==> config.mk <==
export PLATFORM = sky130hd
export DESIGN_NAME = scfg_sys_config
export DESIGN_NICKNAME = d
export VERILOG_FILES = /design/src/verilog/scfg_pkg.sv /design/src/verilog/scfg_reset_stretch.sv /design/src/verilog/scfg_sys_config.sv
export SDC_FILE = /design/constraint.sdc
export NUM_CORES = 1
export LEC_CHECK = 0
export BUFFER_PORTS_ARGS = -buffer_cell sky130_fd_sc_hd__buf_2
export CORE_UTILIZATION = 61
export DETAILED_ROUTE_END_ITERATION = 8
export PLACE_DENSITY = 0.85
export SETUP_SLACK_MARGIN = 0.5
export SYNTH_ARGS = -nofsm -noshare
export SYNTH_HDL_FRONTEND = slang
export SYNTH_HIERARCHICAL = 1
export SYNTH_SLANG_ARGS = --single-unit
export TNS_END_PERCENT = 30
==> constraint.sdc <==
create_clock -name ref_clk -period 2.4 [get_ports ref_clk]
set_input_delay 0.24 -clock ref_clk [delete_from_list [all_inputs] [get_ports ref_clk]]
set_output_delay 0.24 -clock ref_clk [all_outputs]
set_load 0.005 [all_outputs]
==> src/verilog/scfg_pkg.sv <==
// Package: constants and carriers for the system configuration block
package scfg_pkg;

	// ****************************************
	// I/O port addresses
	// ****************************************
	localparam logic [7:0] SCFG_IO_WDT_MODE  = 8'hF0;
	localparam logic [7:0] SCFG_IO_WDT_CMD   = 8'hF1;
	localparam logic [7:0] SCFG_IO_PTR       = 8'hEE;
	localparam logic [7:0] SCFG_IO_DATA      = 8'hEF;

	// ****************************************
	// Indirect register indices
	// ****************************************
	localparam logic [1:0] SCFG_IDX_WAIT_CFG = 2'h0;
	localparam logic [1:0] SCFG_IDX_MEM_WIN  = 2'h1;
	localparam logic [1:0] SCFG_IDX_CS_WIN   = 2'h2;
	localparam logic [1:0] SCFG_IDX_MISC     = 2'h3;
	localparam logic [7:0] SCFG_PTR_MAX      = 8'h03;

	// ****************************************
	// Reset values
	// ****************************************
	localparam logic [7:0] SCFG_RST_WAIT_CFG = 8'hFF;
	localparam logic [7:0] SCFG_RST_MEM_WIN  = 8'hF0;
	localparam logic [7:0] SCFG_RST_CS_WIN   = 8'h0F;
	localparam logic [7:0] SCFG_RST_MISC     = 8'h01;
	localparam logic [7:0] SCFG_RST_WDT_MODE = 8'hFB;
	localparam logic [7:0] SCFG_RST_PTR      = 8'h00;

	// ****************************************
	// Field positions and codes
	// ****************************************
	localparam int         SCFG_MISC_DIV1    = 4;
	localparam int         SCFG_MISC_RSTDIS  = 3;
	localparam int         SCFG_MISC_CRC32   = 2;
	localparam int         SCFG_MISC_UCS_EN  = 1;
	localparam int         SCFG_MISC_LCS_EN  = 0;
	localparam logic [7:0] SCFG_MISC_MASK    = 8'h1F;
	localparam int         SCFG_WDT_HALT_LO  = 3;
	localparam logic [2:0] SCFG_WDT_RSVD     = 3'h3;
	localparam logic [7:0] SCFG_CMD_HALT_KEY = 8'hDB;
	localparam int         SCFG_MEMW_LO      = 2;
	localparam int         SCFG_M1_AUTO_CNT  = 16;

	// ****************************************
	// Timing
	// ****************************************
	localparam int         SCFG_RSTOUT_CLKS  = 16;

	// Halt power field encodings
	typedef enum logic [1:0] {
		SCFG_HM_IDLE_ALL   = 2'b00,
		SCFG_HM_IDLE_TIMER = 2'b01,
		SCFG_HM_STOP       = 2'b10,
		SCFG_HM_RUN        = 2'b11
	} scfg_halt_mode_t;

	// CPU bus cycle as seen by the block
	typedef struct packed {
		logic [15:0] addr;
		logic        mreq;
		logic        iorq;
		logic        rd;
		logic        wr;
		logic        m1;
		logic [7:0]  wdata;
	} scfg_bus_t;

	// Clock gate enables toward the units
	typedef struct packed {
		logic osc;
		logic clk_out;
		logic cpu;
		logic parallel;
		logic serial;
		logic timer;
		logic watchdog;
	} scfg_gates_t;

endpackage : scfg_pkg

==> src/verilog/scfg_reset_stretch.sv <==
// Reset output stretcher: a fixed pulse after reset input falls
`timescale 1ns/10ps
module scfg_reset_stretch #(
	parameter int CLKS = 16
) (
	// Clock and reset
	input  wire logic ref_clk,
	input  wire logic rstn,
	// Control
	input  wire logic trig,
	input  wire logic disable_out,
	// Pin drive
	output logic      rst_out_oe
);
	localparam int CW = $clog2(CLKS + 1);
	logic [CW-1:0] cnt_q;

	always_ff @(posedge ref_clk or negedge rstn) begin
		if (!rstn) begin
			cnt_q <= '0;
		end else if (trig && !disable_out) begin
			cnt_q <= CW'(CLKS);
		end else if (cnt_q != '0) begin
			cnt_q <= cnt_q - 1'b1;
		end
	end

	assign rst_out_oe = (cnt_q != '0);

endmodule : scfg_reset_stretch

==> src/verilog/scfg_sys_config.sv <==
// System configuration: indirect registers, decode, halt clock gating
`timescale 1ns/10ps

// Summary of operation
// - Wait window applies when A15..A12 lie between low and high nibbles.
// - Inside the window, wait count equals the memory wait field.
// - Power-on sets wait window to F0, covering all of memory.
// - Low select asserts when A15..A12 at most low nibble and enabled.
// - Upper select asserts above low nibble up to high nibble.
// - Chip-select window low nibble resets to all ones.
// - Misc bit 1 enables upper select; clear holds it high; resets 0.
// - Misc bit 0 enables low select; resets set.
// - Misc bit 4 bypasses divide-by-two unless clock input pin used.
// - Misc bit 3 clear: drive 16-clock reset pulse out on reset pin.
// - Misc bit 2 selects 32-bit CRC on serial channel A.
// - Power mode acts at halt; reset or interrupt exits it.
// - Halt field bits 4..3: 11 run, 00 idle_all_stopped, 01 idle_timer_running, 10 stop.
// - Halt field changes only after key DB written to command register.
// - Run mode keeps all units and clock output running.
// - Idle_all_stopped: oscillator runs; clock output and unit clocks stop.
// - Idle_timer_running: oscillator, timer, clock output run; others stop.
// - Stop: oscillator, clock output and all unit clocks stop.
// - Memory wait field bits 3..2 encode zero to three waits.
// - Registers reached by pointer port then data port.
// - Reset pin returns all these registers to defaults.
module scfg_sys_config
	import scfg_pkg::*;
(
	// Clock and reset
	input  wire logic                ref_clk,
	input  wire logic                rstn,
	// CPU bus, same clock domain
	input  wire scfg_pkg::scfg_bus_t bus,
	output logic [7:0]               rdata,
	output logic                     rdata_valid,
	// Halt and wake
	input  wire logic                halt_t4_low,
	input  wire logic                nmi_n,
	input  wire logic                int_n,
	input  wire logic                reset_pin_in_n,
	input  wire logic                ext_clock_in_use,
	// Decode results
	output logic                     low_chip_select_n,
	output logic                     upper_chip_select_n,
	output logic                     mem_wait_req,
	output logic [1:0]               mem_wait_count,
	// Options
	output logic                     clk_div_bypass,
	output logic                     crc32_enable,
	output logic                     reset_out_oe,
	output logic                     reset_out_o,
	// Clock gates
	output scfg_pkg::scfg_gates_t    gates,
	output logic                     halted
);
	import scfg_pkg::*;

	// ****************************************
	// Registers
	// ****************************************
	logic [7:0]      wait_configuration_q;
	logic [7:0]      memory_wait_window_q;
	logic [7:0]      chip_select_window_q;
	logic [7:0]      misc_options_q;
	logic [7:0]      config_pointer_q;
	scfg_halt_mode_t halt_power_field_q;
	logic            halt_key_q;
	logic            wait_prog_q;
	logic [4:0]      m1_cnt_q;
	logic            halted_q;
	logic [1:0]      nmi_sync_q;
	logic [1:0]      int_sync_q;
	logic [1:0]      rpin_sync_q;
	logic            rpin_prev_q;
	logic [7:0]      rdata_q;
	logic            rdata_valid_q;

	logic io_wr;
	logic io_rd;
	logic mem_cycle;
	logic [3:0] nib;
	logic wake;
	logic rpin_fall;

	// Window decoding used by the wait logic; the selects compare directly
	function automatic logic in_range(input logic [3:0] a,
		input logic [3:0] lo, input logic [3:0] hi);
		in_range = (a >= lo) && (a <= hi);
	endfunction : in_range

	assign io_wr = bus.iorq && bus.wr && !bus.m1;
	assign io_rd = bus.iorq && bus.rd && !bus.m1;
	assign mem_cycle = bus.mreq && !bus.iorq;
	assign nib = bus.addr[15:12];

	// ****************************************
	// Pin synchronisers
	// ****************************************
	always_ff @(posedge ref_clk or negedge rstn) begin
		if (!rstn) begin
			nmi_sync_q  <= 2'b11;
			int_sync_q  <= 2'b11;
			rpin_sync_q <= 2'b11;
			rpin_prev_q <= 1'b1;
		end else begin
			nmi_sync_q  <= {nmi_sync_q[0], nmi_n};
			int_sync_q  <= {int_sync_q[0], int_n};
			rpin_sync_q <= {rpin_sync_q[0], reset_pin_in_n};
			rpin_prev_q <= rpin_sync_q[1];
		end
	end
	assign rpin_fall = rpin_prev_q && !rpin_sync_q[1];

	// ****************************************
	// Indirect register access
	// ****************************************
	// Pointer port holds index
	always_ff @(posedge ref_clk or negedge rstn) begin
		if (!rstn) begin
			config_pointer_q <= SCFG_RST_PTR;
		end else if (rpin_fall) begin
			config_pointer_q <= SCFG_RST_PTR;
		end else if (io_wr && bus.addr[7:0] == SCFG_IO_PTR
			&& bus.wdata <= SCFG_PTR_MAX) begin
			config_pointer_q <= bus.wdata;
		end
	end

	logic data_wr;
	assign data_wr = io_wr && bus.addr[7:0] == SCFG_IO_DATA;

	always_ff @(posedge ref_clk or negedge rstn) begin
		if (!rstn) begin
			memory_wait_window_q <= SCFG_RST_MEM_WIN;
			chip_select_window_q <= SCFG_RST_CS_WIN;
			misc_options_q       <= SCFG_RST_MISC;
		end else if (rpin_fall) begin
			memory_wait_window_q <= SCFG_RST_MEM_WIN;
			chip_select_window_q <= SCFG_RST_CS_WIN;
			misc_options_q       <= SCFG_RST_MISC;
		end else if (data_wr) begin
			unique case (config_pointer_q[1:0])
				SCFG_IDX_MEM_WIN: memory_wait_window_q <= bus.wdata;
				SCFG_IDX_CS_WIN:  chip_select_window_q <= bus.wdata;
				SCFG_IDX_MISC:
					misc_options_q <= bus.wdata & SCFG_MISC_MASK;
				SCFG_IDX_WAIT_CFG: ;
			endcase
		end
	end

	// Wait configuration: all ones until sixteen opcode fetches pass,
	// then cleared unless software wrote it first
	always_ff @(posedge ref_clk or negedge rstn) begin
		if (!rstn) begin
			wait_configuration_q <= SCFG_RST_WAIT_CFG;
			wait_prog_q          <= 1'b0;
			m1_cnt_q             <= '0;
		end else if (rpin_fall) begin
			wait_configuration_q <= SCFG_RST_WAIT_CFG;
			wait_prog_q          <= 1'b0;
			m1_cnt_q             <= '0;
		end else if (data_wr && config_pointer_q[1:0] == SCFG_IDX_WAIT_CFG)
		begin
			wait_configuration_q <= bus.wdata;
			wait_prog_q          <= 1'b1;
		end else if (bus.m1 && bus.mreq && bus.rd
			&& m1_cnt_q < 5'(SCFG_M1_AUTO_CNT)) begin
			// Counts each fetch once on its first cycle would need an
			// edge; one count per fetch cycle strobe is assumed
			m1_cnt_q <= m1_cnt_q + 5'd1;
			if (m1_cnt_q == 5'(SCFG_M1_AUTO_CNT - 1) && !wait_prog_q) begin
				wait_configuration_q <= '0;
			end
		end
	end

	always_ff @(posedge ref_clk or negedge rstn) begin
		if (!rstn) begin
			halt_key_q         <= 1'b0;
			halt_power_field_q <= SCFG_HM_RUN;
		end else if (rpin_fall) begin
			halt_key_q         <= 1'b0;
			halt_power_field_q <= SCFG_HM_RUN;
		end else if (io_wr && bus.addr[7:0] == SCFG_IO_WDT_CMD) begin
			halt_key_q <= (bus.wdata == SCFG_CMD_HALT_KEY);
		end else if (io_wr && bus.addr[7:0] == SCFG_IO_WDT_MODE) begin
			if (halt_key_q) begin
				halt_power_field_q <= scfg_halt_mode_t'(
					bus.wdata[SCFG_WDT_HALT_LO +: 2]);
			end
			halt_key_q <= 1'b0;
		end
	end

	// Read back; watchdog fields other than the halt mode live elsewhere
	always_ff @(posedge ref_clk or negedge rstn) begin
		if (!rstn) begin
			rdata_q       <= '0;
			rdata_valid_q <= 1'b0;
		end else begin
			rdata_valid_q <= io_rd && (bus.addr[7:0] == SCFG_IO_PTR
				|| bus.addr[7:0] == SCFG_IO_DATA
				|| bus.addr[7:0] == SCFG_IO_WDT_MODE);
			if (io_rd) begin
				unique case (bus.addr[7:0])
					SCFG_IO_PTR:  rdata_q <= config_pointer_q;
					SCFG_IO_WDT_MODE:
						rdata_q <= {SCFG_RST_WDT_MODE[7:5],
							halt_power_field_q, SCFG_WDT_RSVD};
					SCFG_IO_DATA: begin
						unique case (config_pointer_q[1:0])
							SCFG_IDX_WAIT_CFG: rdata_q <= wait_configuration_q;
							SCFG_IDX_MEM_WIN:  rdata_q <= memory_wait_window_q;
							SCFG_IDX_CS_WIN:   rdata_q <= chip_select_window_q;
							SCFG_IDX_MISC:     rdata_q <= misc_options_q;
						endcase
					end
					default: rdata_q <= '0;
				endcase
			end
		end
	end
	assign rdata       = rdata_q;
	assign rdata_valid = rdata_valid_q;

	// ****************************************
	// Address decode
	// ****************************************
	// Wait window compare
	assign mem_wait_req = mem_cycle && in_range(nib,
		memory_wait_window_q[3:0], memory_wait_window_q[7:4]);
	assign mem_wait_count = mem_wait_req ?
		wait_configuration_q[SCFG_MEMW_LO +: 2] : 2'b00;

	assign low_chip_select_n = !(mem_cycle
		&& misc_options_q[SCFG_MISC_LCS_EN]
		&& nib <= chip_select_window_q[3:0]);
	assign upper_chip_select_n = !(mem_cycle
		&& misc_options_q[SCFG_MISC_UCS_EN]
		&& nib > chip_select_window_q[3:0]
		&& nib <= chip_select_window_q[7:4]);

	// ****************************************
	// Options
	// ****************************************
	// Bypass only on crystal path
	assign clk_div_bypass = misc_options_q[SCFG_MISC_DIV1]
		&& !ext_clock_in_use;
	assign crc32_enable = misc_options_q[SCFG_MISC_CRC32];
	assign reset_out_o  = 1'b0;

	scfg_reset_stretch #(
		.CLKS        (SCFG_RSTOUT_CLKS)
	) u_rst_stretch (
		.ref_clk     (ref_clk),
		.rstn        (rstn),
		.trig        (rpin_fall),
		.disable_out (misc_options_q[SCFG_MISC_RSTDIS]),
		.rst_out_oe  (reset_out_oe)
	);

	// ****************************************
	// Halt power modes
	// ****************************************
	assign wake = !nmi_sync_q[1] || !int_sync_q[1] || rpin_fall;

	// Enter at halt, leave on wake
	always_ff @(posedge ref_clk or negedge rstn) begin
		if (!rstn) begin
			halted_q <= 1'b0;
		end else if (wake) begin
			halted_q <= 1'b0;
		end else if (halt_t4_low && halt_power_field_q != SCFG_HM_RUN) begin
			halted_q <= 1'b1;
		end
	end
	assign halted = halted_q;

	// Gates are combinational so clocks stop in the T4 low cycle itself
	always_comb begin
		logic stop_now;
		stop_now = halted_q || (halt_t4_low && !wake);
		gates = '1;
		if (stop_now) begin
			unique case (halt_power_field_q)
				SCFG_HM_RUN: gates = '1;
				SCFG_HM_IDLE_ALL: begin
					gates     = '0;
					gates.osc = 1'b1;
				end
				SCFG_HM_IDLE_TIMER: begin
					gates         = '0;
					gates.osc     = 1'b1;
					gates.clk_out = 1'b1;
					gates.timer   = 1'b1;
				end
				SCFG_HM_STOP: gates = '0;
			endcase
		end
	end

endmodule : scfg_sys_config
==> impl_metrics.csv <==
group,metric,value,unit
floorplan,core,0.00599,mm2
clocking,cts_tree,"built",
sta,worstMarginPinSlew,0.788,ns
synth,synthFlopType,"dfrtp_1",
worst_setup_path,cp_max_fo,3,
worst_setup_path,rr_worst_depth,4,
grt,gr-total-overflow,0,
synth,synth_cell_types,58,
synth,synthesis.nets,431,
sta,tns,0,ns
place,io_buffers,56,
floorplan,dieHeight,81.2,um
clocking,cts_buffers,9,
place,gp_congestion,0.894,
synth,synth_top_area_share,27.5,%
sta,slew_headroom,47.5,%
sta,fin_crit_sh,94.0,%
worst_setup_path,cp-endpoint,"mem_wait_count[1]",
sta,skew,0.00790,ns
synth,synth-edff-count,0,
route,topRoutingLayerUsed,"met4",
grt,grt_max_degree,37,
synth,syn_inst,376,
worst_setup_path,cp_data_arrival_time,2.02,ns
floorplan,pin_count,62,
worst_setup_path,reg2reg_slack,0.48,ns
clocking,cts_htree_levels,3,
route,drt_pass1_iterations,5,
synth,yosys_warnings,6,
clocking,cts_num_sinks,68,
power,ir_worst_vdd,0.394,mV
sta,drv_slew,0,
floorplan,die_w,81.2,um
sta,report.final.hold_viol_count,0,
route,drt-met1-wl,3950,um
finish,multi_input_area,0.00199,mm2
worst_setup_path,r2r_start,"rpin_sync_q[1]",
sta,setup_viol,0,
finish,num_antenna_cells,0,
route,drtIter0Drc,257,
clocking,cts_root_buf,"clkbuf_8",
place,dp_hpwl,6450,um
run_status,status,"complete, no violations",
worst_setup_path,rr_endpoint,"config_pointer_q[2]",
route,routed_wl,9900,um
place,dp_cells,488,
grt,grt_pass1_wl,15000,um
synth,synth_area,0.00383,mm2
finish,nNetsFinal,496,
finish,register_area,0.00174,mm2
worst_setup_path,startpoint,"memory_wait_window_q[5]",
route,drc,0,
clocking,clk_pin_slew,0.09,ns
route,met2_length,4880,um
worst_setup_path,worstSetupPathType,"register to primary output",
worst_setup_path,critical_path_required,2.16,ns
worst_setup_path,cp-start-kind,"register",
clocking,cts_buffer_depth,2,
synth,synth.avg_cell_area,10.2,um2
grt,antenna_found_initial,0,
min_path,hold_class,"primary input to register",
sta,rsz0062_at_grt,"true",
finish,final_cells,521,
synth,async_flop_share,100,%
route,antenna_left,0,
synth,yosysSeqAreaShare,45.3,%
floorplan,die_area,0.00660,mm2
power,leakage,2.14,nW
power,power_density,597,mW/mm2
route,wl_per_cell,19.0,um
finish,area_growth,19.4,%
sta,timing.fmax,443,MHz
floorplan,start_util,63.9,%
worst_setup_path,worstSetupEndpointType,"primary output",
clocking,insertion_delay,0.36,ns
floorplan,row_count,28,
route,vias,3262,
synth,ys_seq_elements,68,
run,maxCapViolCount,0,
grt,grt_pass1_vias,3061,
route,wl_met3,861,um
sta,period_needed,2.26,ns
finish,fillers,395,
grt,grt_usage,31.7,%
synth,synth_area_leaders,"dfrtp_1 (27%), dfstp_2 (18%), mux2i_1 (7.1%)",
power,p_total,2.73,mW
synth,synth_top_cell_by_area,"dfrtp_1",
route,viasPerCell,6.26,
finish,drive_above_1_share,34.5,%
[layer usage]
layer | GRT usage, % | vias to the layer above
met2 | 49.9 | 196
met1 | 40.8 | 1587
li1 | - | 1456
met5 | 0 | -
met3 | 5.96 | 23
met4 | 18.4 | 0
[cell families (layout without fill, tap and decap cells)]
| group | count (synthesis) | count (layout) | share of synthesized area (%) |
|---|---|---|---|
| mux | 30 | 30 | 8.82 |
| fa+ha+maj | 19 | 19 | 6.21 |
| xor+xnor | 4 | 4 | 0.915 |
| flops | 68 | 68 | 45.3 |
| compound gates | 54 | 54 | 8.95 |
| other cells | 1 | 1 | 0.0979 |
| buf+inv | 43 | 113 | 5.98 |
| simple gates | 157 | 157 | 23.7 |
[placed cells by master (no fill, tap or decap), types with 9 or more instances in the layout]
cell type / n
mux2i_1: 27
nand3_1: 24
nand2_1: 36
inv_1: 11
buf_4: 16
a21oi_1: 15
clkbuf_8: 9
dfstp_2: 26
nor2_1: 31
ha_1: 11
buf_2: 55
dfrtp_1: 41
[stage by stage]
step	worst slack (ns)	hold slack, ns	instance area, um2	util (%)
floorplan	0.622	-0.0556	3830	-
finish	0.144	0.155	4570	76.3
detailed placement	0.448	0.347	4090	68.3
global route	0.0683	0.163	4570	76.3
global placement	0.479	0.342	4090	68.3
CTS	0.157	0.136	4450	74.4
[power by group]
part           switching, mW  internal [mW]  total, mW
clock                  0.509          0.498       1.01
sequential            0.0476           1.20       1.25
combinational          0.236          0.233      0.469
[registers in the layout (all words and copies together), names as in the netlist]
register,cells
chip_select_window_q,8
config_pointer_q,8
memory_wait_window_q,8
rdata,8
wait_configuration_q,8
m1_cnt_q,5
misc_options_q,5
u_rst_stretch/cnt_q,5
halt_power_field_q,2
int_sync_q,2
nmi_sync_q,2
rpin_sync_q,2
halt_key_q,1
halted,1
rdata_valid,1
rpin_prev_q,1
wait_prog_q,1
[layout make-up]
| type | instances | area share, % |
|---|---|---|
| multi-input cells | 265 | 43.6 |
| inverters | 20 | 1.64 |
| clock buffers | 9 | 2.71 |
| flip-flops and latches | 68 | 38.0 |
| repair buffers | 77 | 10.2 |
| clock inverters | 7 | 1.83 |
| well taps | 75 | 2.05 |
[Yosys cell counts (3+ instances only)]
library cell and n:
nor2b_1 5, o211ai_1 4, buf_4 6, nand2b_1 6, nand3b_1 8, o221ai_1 3
buf_2 6, a21o_1 3, clkbuf_1 5, a21boi_0 3, and2_1 7, inv_1 19
nor3_1 6, nand2_1 36, nand4_1 5, nand3_1 24, buf_6 5, o21ai_0 11
a21oi_1 18, dfrtp_1 42, nand4b_1 3, mux4_2 3, o31ai_1 4, nor2_1 31
mux2i_1 27, dfstp_2 26, ha_1 19
[worst max-delay path, stage by stage, from the launching register on]
cell and delay (ns):
dfstp_2 0.55, inv_2 0.06, ha_4 0.23, nor2b_1 0.12, o211ai_1 0.20, a21oi_2 0.11
nor4b_1 0.23, buf_2 0.16
[worst min path at each step]
stage	startpoint	endpoint	slack (ns)	depth (start not counted)
floorplan	rstn	chip_select_window_q[4]	-0.06	0
global placement	rstn	m1_cnt_q[0]	0.34	1
detailed placement	nmi_n	nmi_sync_q[0]	0.35	1
CTS	bus[7]	wait_configuration_q[7]	0.14	3
global route	bus[7]	wait_configuration_q[7]	0.16	3
finish	halt_t4_low	halted	0.16	3
[repair_timing]
| action | in CTS | in global routing |
|---|---|---|
| hold buffers | 4 | 0 |
| endpoints found under the hold margin | 21 | 0 |
| buffers inserted | 5 | 8 |
| gates resized for setup | 15 | 13 |
| pin swaps | 13 | 6 |
| gates cloned | 0 | 0 |
| endpoints found under the setup margin | 20 | 18 |
No activity file was read; power rests on OpenSTA's default activity.
